==> src/hdl/beat_queue.sv <==
`timescale 1ns/100ps
module beat_queue #(
  parameter int WIDTH = 32,
  parameter int DEPTH = 32
) (
  // Clock and reset
  input  wire logic             clk_i,
  input  wire logic             sys_rst_i,
  input  wire logic             ce_i,
  // Fill side
  input  wire logic             in_valid_i,
  output logic                  in_ready_o,
  input  wire logic [WIDTH-1:0] in_data_i,
  // Drain side
  output logic                  out_valid_o,
  input  wire logic             out_ready_i,
  output logic [WIDTH-1:0]      out_data_o
);
  localparam int AW = $clog2(DEPTH);
  logic [WIDTH-1:0] mem [DEPTH];
  logic [AW-1:0]    wr_ptr;
  logic [AW-1:0]    rd_ptr;
  logic [AW:0]      count;
  logic             push;
  logic             pop;

  assign in_ready_o  = (count != (AW+1)'(DEPTH));
  assign out_valid_o = (count != '0);
  assign push        = in_valid_i & in_ready_o;
  assign pop         = out_valid_o & out_ready_i;
  assign out_data_o  = mem[rd_ptr];

  always_ff @(posedge clk_i) begin
    if (ce_i && push) begin
      mem[wr_ptr] <= in_data_i;
    end
  end

  always_ff @(posedge clk_i) begin
    if (sys_rst_i) begin
      wr_ptr <= '0;
      rd_ptr <= '0;
      count  <= '0;
    end else if (ce_i) begin
      if (push) begin
        wr_ptr <= AW'(wr_ptr + 1'b1);
      end
      if (pop) begin
        rd_ptr <= AW'(rd_ptr + 1'b1);
      end
      count <= (AW+1)'(count + push - pop);
    end
  end
endmodule

==> config.mk <==
export PLATFORM = sky130hd
export DESIGN_NAME = beat_queue
export DESIGN_NICKNAME = d
export VERILOG_FILES = /design/src/hdl/beat_queue.sv
export SDC_FILE = /design/constraint.sdc
export NUM_CORES = 1
export LEC_CHECK = 0
export ABC_CLOCK_PERIOD_IN_PS = 4350
export BUFFER_PORTS_ARGS = -buffer_cell sky130_fd_sc_hd__buf_4
export CAP_MARGIN = 30
export CORE_MARGIN = 1
export CORE_UTILIZATION = 62
export DETAILED_ROUTE_END_ITERATION = 8
export PLACE_DENSITY = 0.78
export SYNTH_ARGS = -nofsm -noshare
export SYNTH_HDL_FRONTEND = slang
export SYNTH_SLANG_ARGS = --single-unit
==> constraint.sdc <==
create_clock -name clk_i -period 4.35 [get_ports clk_i]
set_input_delay 1.0875 -clock clk_i [delete_from_list [all_inputs] [get_ports clk_i]]
set_output_delay 1.0875 -clock clk_i [all_outputs]
set_load 0.02 [all_outputs]
* Word level (Yosys, flattened, before mapping) *
Memory sizes are Yosys's and may differ from the RTL's. A register that Yosys moved wholly into a read port is not among the register bits.
Index checks and enable logic that the tools add are counted.

operators by class
  add/subtract/negate cells = 4
  bitwise operators = 2
  mux-type cells = 4
  reduce and logical (&&, ||, !) cells = 4
  equality and inequality tests = 1

operators with widths
  kind                 number
  $add 5x1->5 const B  2
  $mux 5               2
  $add 6x1->6          1
  $ne 6x6->1 const B   1
  $reduce_bool 6->1    1
  $sub 6x1->6          1
  $reduce_and 2->1     2
  $and 1x1->1          2
  $mux 1               2
  $logic_and 1x1->1    1

word-level totals
  memory bits (writable) = 1,024
  bits of input ports = 37
  word-level logic and storage cells = 19
  output and inout port bits = 34
  memories = 1
  bits in registers = 16

memory list
  name  depth  bits a word  read ports  clocked after Yosys merged registers in  wr ports  RTL line  RTL
  mem   32     32           1           1                                        1         20        logic [WIDTH-1:0] mem [DEPTH];

* Logic depth before layout (Yosys ltp) *
Gate-level depths: netlist of the first run.

  word-level depth = 5
  depth in mapped cells = 12
  depth with buffers taken out = 12

* Worst setup path after synthesis of the first run *
Ideal clock, no wire load.

  kind = in2reg
  start = input in_valid_i
  end = memory mem[25][0] (enable)
  stages = 5
  data required time = 3,929 ps
  slack = 804 ps
  buffers on the path = 1
  setup time = 421 ps
  arrival = 3,124 ps
  cells stage by stage = and2_1 > and2_1 > clkbuf_1 > nand2_1 > nor2_1

between the ends
  longest elaborated chain between the ends = 4

ends and longest elaborated chain
  what                          RTL line  RTL
  start: declaration            11        input wire logic in_valid_i,
  $and 1x1->1                   29        assign push = in_valid_i & in_ready_o;
  $logic_and 1x1->1             34        if (ce_i && push) begin
  $mux 1                        34
  $mux 1 (implied by the code)  35        mem[wr_ptr] <= in_data_i;
  end: declaration              20

Every way passes these cells.

==> flow_metrics.env, run 1 <==
export IMPL_dp_hpwl_um=51000
export IMPL_period_needed_ns=4.32
export IMPL_hold_buffers=0
export IMPL_maxSlewHeadroom_pct=41.5
export IMPL_ys_ff_latch=1045
export IMPL_grt_max_degree=84
export IMPL_fmax_mhz=232
export IMPL_fin_setup_tns_ns=0
export IMPL_cp_max_fo=17
export IMPL_hold_start="count[4]$_SDFFE_PP0P_"
export IMPL_syn_to_final_growth_pct=14.3
export IMPL_hold_depth=2
export IMPL_cts_sinks=1045
export IMPL_cp_top_family="simple AND/OR/NAND/NOR gates"
export IMPL_power_density_nw_per_um2=471
export IMPL_synthCells=2048
export IMPL_worst_slack_ns=0.0310
export IMPL_drc_errors=0
export IMPL_drt_iter0_drc=2724
export IMPL_peakVddDrop_v=0.000354
export IMPL_nFillCells=3600
export IMPL_critPathSlowestCell="nor2b_4"
export IMPL_reg2reg_from="count[3]$_SDFFE_PP0P_"
export IMPL_detail_route_antenna_nets=0
export IMPL_clock_latency_ns=0.66
export IMPL_layout_common_cells="edfxtp_1, mux2_2, mux4_2"
export IMPL_core_area_um2=64500
export IMPL_cts_root_buffer="clkbuf_16"
export IMPL_dpl_cell_area_um2=42700
export IMPL_die_h_um=257
export IMPL_wl_per_cell_um=32.7
export IMPL_synth_edff_count=1024
export IMPL_start_util_pct=62.6
export IMPL_holdWs_ns=0.498
export IMPL_finalSetupViolations=0
export IMPL_max_stage_delay_ns=0.74
export IMPL_syn_area_um2=40400
export IMPL_finalNetCount=2232
export IMPL_hp_class="reg2reg"
export IMPL_htree_num_levels=3
export IMPL_cp_start_kind="register"
export IMPL_arrival_ns=3.23
export IMPL_first_pass_iters=6
export IMPL_finalHoldViolCount=0
export IMPL_syn_num_nets=2100
export IMPL_hold_end="count[4]$_SDFFE_PP0P_"
export IMPL_die_area_um2=66200
export IMPL_fp_row_count=93
export IMPL_gp_congestion=0.775
export IMPL_reg2regPathDepth=7
export IMPL_grt_pass1_wl_um=147000
export IMPL_fin_cells=3121
export IMPL_die_x_um=257
export IMPL_worstReg2RegEnd="mem[1][9]$_DFFE_PP_"
export IMPL_drive_gt1_share_pct=29.7
export IMPL_clk_pin_slew_worst_paths_ns=0.06
export IMPL_grt_util_all_layers_pct=31.2
export IMPL_skew_ns=0.0279
export IMPL_ys_warn_count=0
export IMPL_routed_wl_um=102000
export IMPL_vias=21600
export IMPL_final_common_cell="edfxtp_1"
export IMPL_crit_type="reg2out"
export IMPL_tightest_slew_ns=0.877
export IMPL_numCtsBuffers=99
export IMPL_grt_pass1_vias=22000
export IMPL_fin_crit_sh_pct=99.3
export IMPL_overflow=0
export IMPL_status="completed"
export IMPL_synth_seq_area_share_pct=77.2
export IMPL_avgSynthCellArea_um2=19.7
export IMPL_required_ns=3.26
export IMPL_rsz0062_at_grt="no"
export IMPL_cts_tree="built"
export IMPL_preCtsSetupSlack_ns=0.666
export IMPL_async_flop_share_pct=0
export IMPL_synthDistinctLibCells=41
export IMPL_cp_common_cell="buf_4"
export IMPL_p_leak_nw=14.4
export IMPL_multi_input_area_um2=8910
export IMPL_synth_top_flop_cell="edfxtp_1"
export IMPL_regArea_um2=31200
export IMPL_cap_viol_max_count=0
export IMPL_via_per_inst=6.91
export IMPL_fin_area_um2=46200
export IMPL_numPortBuffers=70
export IMPL_clk_path_buf_depth=3
export IMPL_ios=71
export IMPL_r2r_setup_slack_ns=1.11
export IMPL_end_kind="output pin"
export IMPL_antenna_found_initial=7
export IMPL_crit_chain="nor2b_4 > o21ai_0 > nor3_1 > buf_4 > or4_1 > buf_4"
export IMPL_worst_path_buf_inv=2
export IMPL_dp_cells=2932
export IMPL_finalMaxSlewViolations=0
flip-flops by register name, indices dropped and copies added (netlist names), named ones only:
signal  cells
mem      1024
count       6
wr_ptr      5
rd_ptr      5
power breakdown:
part	internal (mW)	switching (mW)
Sequential	11.1	0.0439
Clock	5.26	3.71
Combinational	0.626	0.986
worst max path at each step:
stage / end / cells after the start
2_1_floorplan: mem[25][0]$_DFFE_PP_ / 5
3_3_place_gp: out_data_o[16] / 6
3_5_place_dp: out_data_o[20] / 6
4_1_cts: out_data_o[26] / 5
5_1_grt: out_data_o[7] / 7
6_report: out_data_o[1] / 6
Yosys cell counts (2+ instances only):
master,n,share of area [%]
nor2_1,48,0.45
xnor2_1,8,0.17
nor2b_1,66,1.0
nand3_1,3,0.037
clkbuf_1,76,0.71
a211oi_1,67,1.2
nand2b_1,6,0.093
buf_1,18,0.17
mux2i_1,3,0.074
nor3_1,64,0.79
edfxtp_1,1024,76
o22ai_1,65,1.0
a22o_1,64,1.4
dfxtp_1,21,1.0
or2_2,2,0.031
buf_4,3,0.056
buf_2,12,0.15
nand3b_1,2,0.037
o21ai_0,68,0.84
or3b_2,2,0.043
xor2_1,2,0.043
mux2_2,192,5.4
nand2_1,14,0.13
a21oi_1,4,0.050
and2_1,3,0.046
inv_1,12,0.11
mux4_2,128,7.1
nor4b_1,3,0.065
and3_1,2,0.031
or4_1,33,0.61
nor3b_1,2,0.037
ha_1,14,0.43
buf_6,9,0.25
final cells by class:
| cell class | instances | area share [%] |
|---|---|---|
| sequential | 1045 | 67.5 |
| multi-input combinational | 873 | 19.3 |
| clock buffer | 115 | 5.65 |
| timing repair buffer | 149 | 3.39 |
| tap | 855 | 2.32 |
| clock inverter | 69 | 1.68 |
| inverter | 12 | 0.0976 |
| antenna | 3 | 0.0163 |
logic make-up after synthesis:
group,Yosys count,synth area share (%)
flops,1045,77.2
mux,323,12.6
fa+ha+maj,15,0.483
xor+xnor,10,0.217
compound gates,271,4.59
buf+inv,130,1.44
simple gates,254,3.52
stage by stage:
stage | util, % | power, mW
finish | 71.6 | 21.7
global route | 71.6 | 22.2
CTS | 71.6 | 21.8
detailed placement | 66.2 | 12.9
global placement | 66.1 | 12.9
floorplan | - | 12.2
layer usage:
| layer | routed length [µm] | vias to the layer above | GRT usage, % |
|---|---|---|---|
| met3 | 12500 | 239 | 7.95 |
| li1 | - | 8674 | - |
| met4 | 3690 | 8 | 11.5 |
| met2 | 48500 | 1535 | 48.3 |
| met5 | 51 | - | 0 |
| met1 | 37200 | 11100 | 43.4 |
worst reg2reg max path: stages (launching register included):
cell and delay (ns):
dfxtp_1 0.39, inv_1 0.09, ha_1 0.21, nand4bb_1 0.23
and2_1 0.29, nand2_1 0.50, nor2_4 0.75, buf_4 0.42
what timing repair did:
action,in CTS,in global routing
buffers inserted,0,0
endpoints found under the setup margin,5,12
gates resized for setup,3,5
gates cloned,2,0
(Power assumes the default switching activity.)
==> inputs of run 2 (changes only) <==
--- a/config.mk
+++ b/config.mk
@@ -11,7 +11,7 @@
 export CORE_MARGIN = 1
 export CORE_UTILIZATION = 62
 export DETAILED_ROUTE_END_ITERATION = 8
-export PLACE_DENSITY = 0.78
+export PLACE_DENSITY = 0.79
 export SYNTH_ARGS = -nofsm -noshare
 export SYNTH_HDL_FRONTEND = slang
 export SYNTH_SLANG_ARGS = --single-unit
==> flow_metrics.env, run 2 (synthesis results as in run 1) <==
export IMPL_status="completed"
export IMPL_start_util_pct=62.6
export IMPL_routed_wl_um=99100
export IMPL_p_int_mw=16.4
export IMPL_ios=71
export IMPL_tightest_slew_ns=0.968
export IMPL_grt_max_degree=65
export IMPL_die_h_um=257
export IMPL_finalSetupViolations=0
export IMPL_finalMaxSlewViolations=0
export IMPL_p_clk_share_pct=39.1
export IMPL_p_comb_share_pct=7.7
export IMPL_finalHoldViolCount=0
export IMPL_pwr_share_seq_pct=53.2
export IMPL_hold_buffers=0
export IMPL_peakVddDrop_v=0.000361
export IMPL_numPortBuffers=70
export IMPL_final_common_cell="edfxtp_1"
export IMPL_core_area_um2=64500
export IMPL_first_pass_iters=6
export IMPL_die_x_um=257
export IMPL_largest_reg_flops=1024
export IMPL_numCtsBuffers=97
export IMPL_period_needed_ns=4.28
export IMPL_layout_common_cells="edfxtp_1, mux2_2, mux4_2"
export IMPL_drive_gt1_share_pct=29.2
export IMPL_overflow=0
export IMPL_cts_root_buffer="clkbuf_16"
export IMPL_clock_latency_ns=0.65
export IMPL_cap_viol_max_count=0
export IMPL_hold_depth=2
export IMPL_total_power_mw=21.0
export IMPL_swShare_pct=22.0
export IMPL_skew_ns=0.0149
export IMPL_cts_tree="built"
export IMPL_wl_per_cell_um=31.7
export IMPL_clk_path_buf_depth=3
export IMPL_dp_hpwl_um=54000
export IMPL_p_sw_mw=4.62
export IMPL_syn_to_final_growth_pct=13.8
export IMPL_fmax_mhz=234
export IMPL_end_kind="output pin"
export IMPL_crit_type="reg2out"
export IMPL_detail_route_antenna_nets=0
export IMPL_final_core_util_pct=71.3
export IMPL_fin_area_um2=46000
export IMPL_top_register="mem"
export IMPL_top_regs="mem (1024), count (6)"
export IMPL_drc_errors=0
export IMPL_p_leak_nw=14.3
export IMPL_htree_num_levels=3
export IMPL_hp_class="reg2reg"
export IMPL_reg2regPathDepth=7
export IMPL_arrival_ns=3.19
export IMPL_grt_pass1_vias=21600
export IMPL_fp_row_count=93
export IMPL_cp_max_fo=34
export IMPL_via_per_inst=6.80
export IMPL_cp_start_kind="register"
export IMPL_maxSlewHeadroom_pct=35.3
export IMPL_required_ns=3.26
export IMPL_finalNetCount=2246
export IMPL_cts_sinks=1045
export IMPL_die_area_um2=66200
export IMPL_grt_pass1_wl_um=143000
export IMPL_rsz0062_at_grt="no"
export IMPL_fin_crit_sh_pct=98.4
export IMPL_vias=21300
export IMPL_antenna_found_initial=5
export IMPL_gp_congestion=0.810
export IMPL_power_density_nw_per_um2=456
export IMPL_fin_setup_tns_ns=0
export IMPL_grt_util_all_layers_pct=30.5
export IMPL_clk_pin_slew_worst_paths_ns=0.06
export IMPL_dpl_cell_area_um2=42800
export IMPL_drt_iter0_drc=2499
[run 2: timing repair]
| action | in CTS | in global routing |
|---|---|---|
| setup endpoints to repair | 15 | 6 |
| setup buffers | 5 | 0 |
| pin swaps | 0 | 0 |
| endpoints found under the hold margin | 0 | 0 |
| resized for setup | 0 | 1 |
[run 2: path summary, 6_finish.rpt]
kind                    startpoint                     to  slack [ns]
min reg2reg  count[4]$_SDFFE_PP0P_  count[4]$_SDFFE_PP0P_        0.50
min          count[4]$_SDFFE_PP0P_  count[4]$_SDFFE_PP0P_        0.50
max                       register         out_data_o[28]        0.07
max reg2reg  count[3]$_SDFFE_PP0P_   mem[15][3]$_DFFE_PP_        1.10
[run 2: layout make-up]
type                            instances  area, µm²
Clock inverter                         57        493
Clock buffer                          122       2560
Fill cell                            3650      18500
Tap cell                              855       1070
Multi-Input combinational cell        873       8910
Antenna cell                            2       5.00
Inverter                               12       45.0
Sequential cell                      1045      31200
Timing Repair Buffer                  165       1710
[run 2: layer usage]
metal	wire length, µm	GRT usage (%)	vias up	part of all wire, %
li1	-	-	8709	-
met1	36900	42.7	10900	37
met2	46800	47.1	1409	47
met3	11900	7.37	244	12
met4	3550	11.3	10	3.6
met5	64	0	-	0.065
[run 2: power by group through the flow]
stage | logic (mW) | clock network [mW] | registers, mW
finish | 1.61 | 8.20 | 11.2
global route | 1.69 | 8.60 | 11.2
CTS | 1.60 | 8.25 | 11.2
detailed placement | 1.56 | 0 | 11.4
global placement | 1.50 | 0 | 11.4
floorplan | 0.875 | 0 | 11.4
[run 2: through the flow]
stage / instances / worst slack, ns / hold WS [ns]
final: 3131 / 0.0691 / 0.496
after global routing: 3129 / 0.00226 / 0.517
after CTS: 3129 / 0.00688 / 0.490
after detailed placement: 2945 / 0.603 / 0.483
after global placement: 2943 / 0.631 / 0.470
after floorplan: 2048 / 0.804 / 0.460
[run 2: worst max-delay path, stage by stage, from the launching register on]
cell,delay (ns)
dfxtp_4,0.59
buf_12,0.25
buf_12,0.22
mux2_2,0.35
o21ai_0,0.19
nor3_1,0.11
or4_1,0.59
buf_4,0.20
==> inputs of run 3 (changes only) <==
--- a/config.mk
+++ b/config.mk
@@ -11,7 +11,9 @@
 export CORE_MARGIN = 1
 export CORE_UTILIZATION = 62
 export DETAILED_ROUTE_END_ITERATION = 8
+export GPL_TIMING_DRIVEN = 0
 export PLACE_DENSITY = 0.79
+export SETUP_SLACK_MARGIN = 0.1
 export SYNTH_ARGS = -nofsm -noshare
 export SYNTH_HDL_FRONTEND = slang
 export SYNTH_SLANG_ARGS = --single-unit
==> flow_metrics.env, run 3 (synthesis results as in run 1) <==
export IMPL_dp_cells=3005
export IMPL_p_leak_nw=14.5
export IMPL_htree_num_levels=3
export IMPL_numPortBuffers=70
export IMPL_numCtsBuffers=95
export IMPL_status="completed"
export IMPL_clk_path_buf_depth=3
export IMPL_die_h_um=257
export IMPL_routed_wl_um=95400
export IMPL_die_area_um2=66200
export IMPL_clk_pin_slew_worst_paths_ns=0.06
export IMPL_cp_start_kind="register"
export IMPL_hold_start="count[4]$_SDFFE_PP0P_"
export IMPL_drt_iter0_drc=2713
export IMPL_hold_depth=2
export IMPL_drive_gt1_share_pct=31.1
export IMPL_final_common_cell="edfxtp_1"
export IMPL_end_kind="output pin"
export IMPL_vias=21500
export IMPL_gp_congestion=0.870
export IMPL_clock_latency_ns=0.65
export IMPL_ios=71
export IMPL_dpl_cell_area_um2=43000
export IMPL_holdWs_ns=0.497
export IMPL_cts_sinks=1045
export IMPL_cts_tree="built"
export IMPL_grt_pass1_vias=21800
export IMPL_first_pass_iters=5
export IMPL_fin_area_um2=46600
export IMPL_finalHoldViolCount=0
export IMPL_fmax_mhz=233
export IMPL_peakVddDrop_v=0.000354
export IMPL_worstReg2RegEnd="mem[15][26]$_DFFE_PP_"
export IMPL_period_needed_ns=4.29
export IMPL_antenna_found_initial=3
export IMPL_fp_row_count=93
export IMPL_reg2regPathDepth=6
export IMPL_overflow=0
export IMPL_tightest_slew_ns=1.00
export IMPL_syn_to_final_growth_pct=15.4
export IMPL_finalMaxSlewViolations=0
export IMPL_rsz0062_at_grt="yes"
export IMPL_finalSetupViolations=0
export IMPL_skew_ns=0.0262
export IMPL_crit_type="reg2out"
export IMPL_final_core_util_pct=72.3
export IMPL_required_ns=3.26
export IMPL_total_power_mw=21.2
export IMPL_cp_max_fo=10
export IMPL_fin_cells=3187
export IMPL_die_x_um=257
export IMPL_detail_route_antenna_nets=0
export IMPL_cap_viol_max_count=0
export IMPL_cts_root_buffer="clkbuf_16"
export IMPL_nFillCells=3533
export IMPL_start_util_pct=62.6
export IMPL_fin_crit_sh_pct=98.6
export IMPL_arrival_ns=3.20
export IMPL_hold_end="count[4]$_SDFFE_PP0P_"
export IMPL_core_area_um2=64500
export IMPL_power_density_nw_per_um2=455
export IMPL_wl_per_cell_um=29.9
export IMPL_top_regs="mem (1024), count (6)"
export IMPL_grt_max_degree=33
export IMPL_dp_hpwl_um=58600
export IMPL_fin_setup_tns_ns=0
export IMPL_reg2reg_from="count[2]$_SDFFE_PP0P_"
export IMPL_finalNetCount=2300
export IMPL_layout_common_cells="edfxtp_1, mux2_2, mux4_2"
export IMPL_preCtsSetupSlack_ns=-0.394
export IMPL_via_per_inst=6.74
export IMPL_grt_pass1_wl_um=139000
export IMPL_top_register="mem"
export IMPL_drc_errors=0
export IMPL_worst_slack_ns=0.0621
export IMPL_largest_reg_flops=1024
export IMPL_maxSlewHeadroom_pct=33.1
export IMPL_grt_util_all_layers_pct=29.1
export IMPL_hp_class="reg2reg"
export IMPL_r2r_setup_slack_ns=0.81
[run 3: how the worst max path moves through the flow]
stage                    start              endpoint  slack [ns]
global route          register        out_data_o[10]        0.03
detailed placement    register        out_data_o[16]       -0.39
CTS                   register        out_data_o[13]        0.09
floorplan           in_valid_i  mem[25][0]$_DFFE_PP_        0.80
global placement          ce_i   mem[9][4]$_DFFE_PP_       -0.77
finish                register        out_data_o[30]        0.06
[run 3: repair_timing]
action                     CTS  global route
buffers inserted             0             0
gates resized for setup    143            54
hold buffers                 0             0
setup endpoints to repair   32            32
pin swaps                    0             0
[run 3: cell type report]
class / count / area, µm² / area share, %
inverter: 12 / 45.0 / 0.0966
timing repair buffer: 103 / 1300 / 2.79
multi-input combinational: 873 / 9090 / 19.5
sequential: 1045 / 31200 / 66.9
clock inverter: 62 / 541 / 1.16
tap: 855 / 1070 / 2.29
antenna: 3 / 7.51 / 0.0161
clock buffer: 116 / 2570 / 5.52
buffer: 118 / 823 / 1.77
[run 3: power by group]
group | total, mW | internal, mW | switching [mW]
Combinational | 1.73 | 0.668 | 1.06
Clock | 8.32 | 4.74 | 3.57
Sequential | 11.2 | 11.1 | 0.0423
[run 3: critical path, cell delays in order (launching register included)]
cell and delay (ns):
dfxtp_1 0.32, buf_6 0.15, buf_12 0.17, or2_2 0.30, buf_4 0.21, buf_4 0.21, o22ai_1 0.25, nor3_1 0.17
or4_4 0.58, buf_4 0.18
[run 3: layer usage]
metal	wire (µm)	GRT usage, %
met1	34300	39.2
met2	47400	47.2
met3	10300	5.60
met4	3350	11.8
met5	13	0
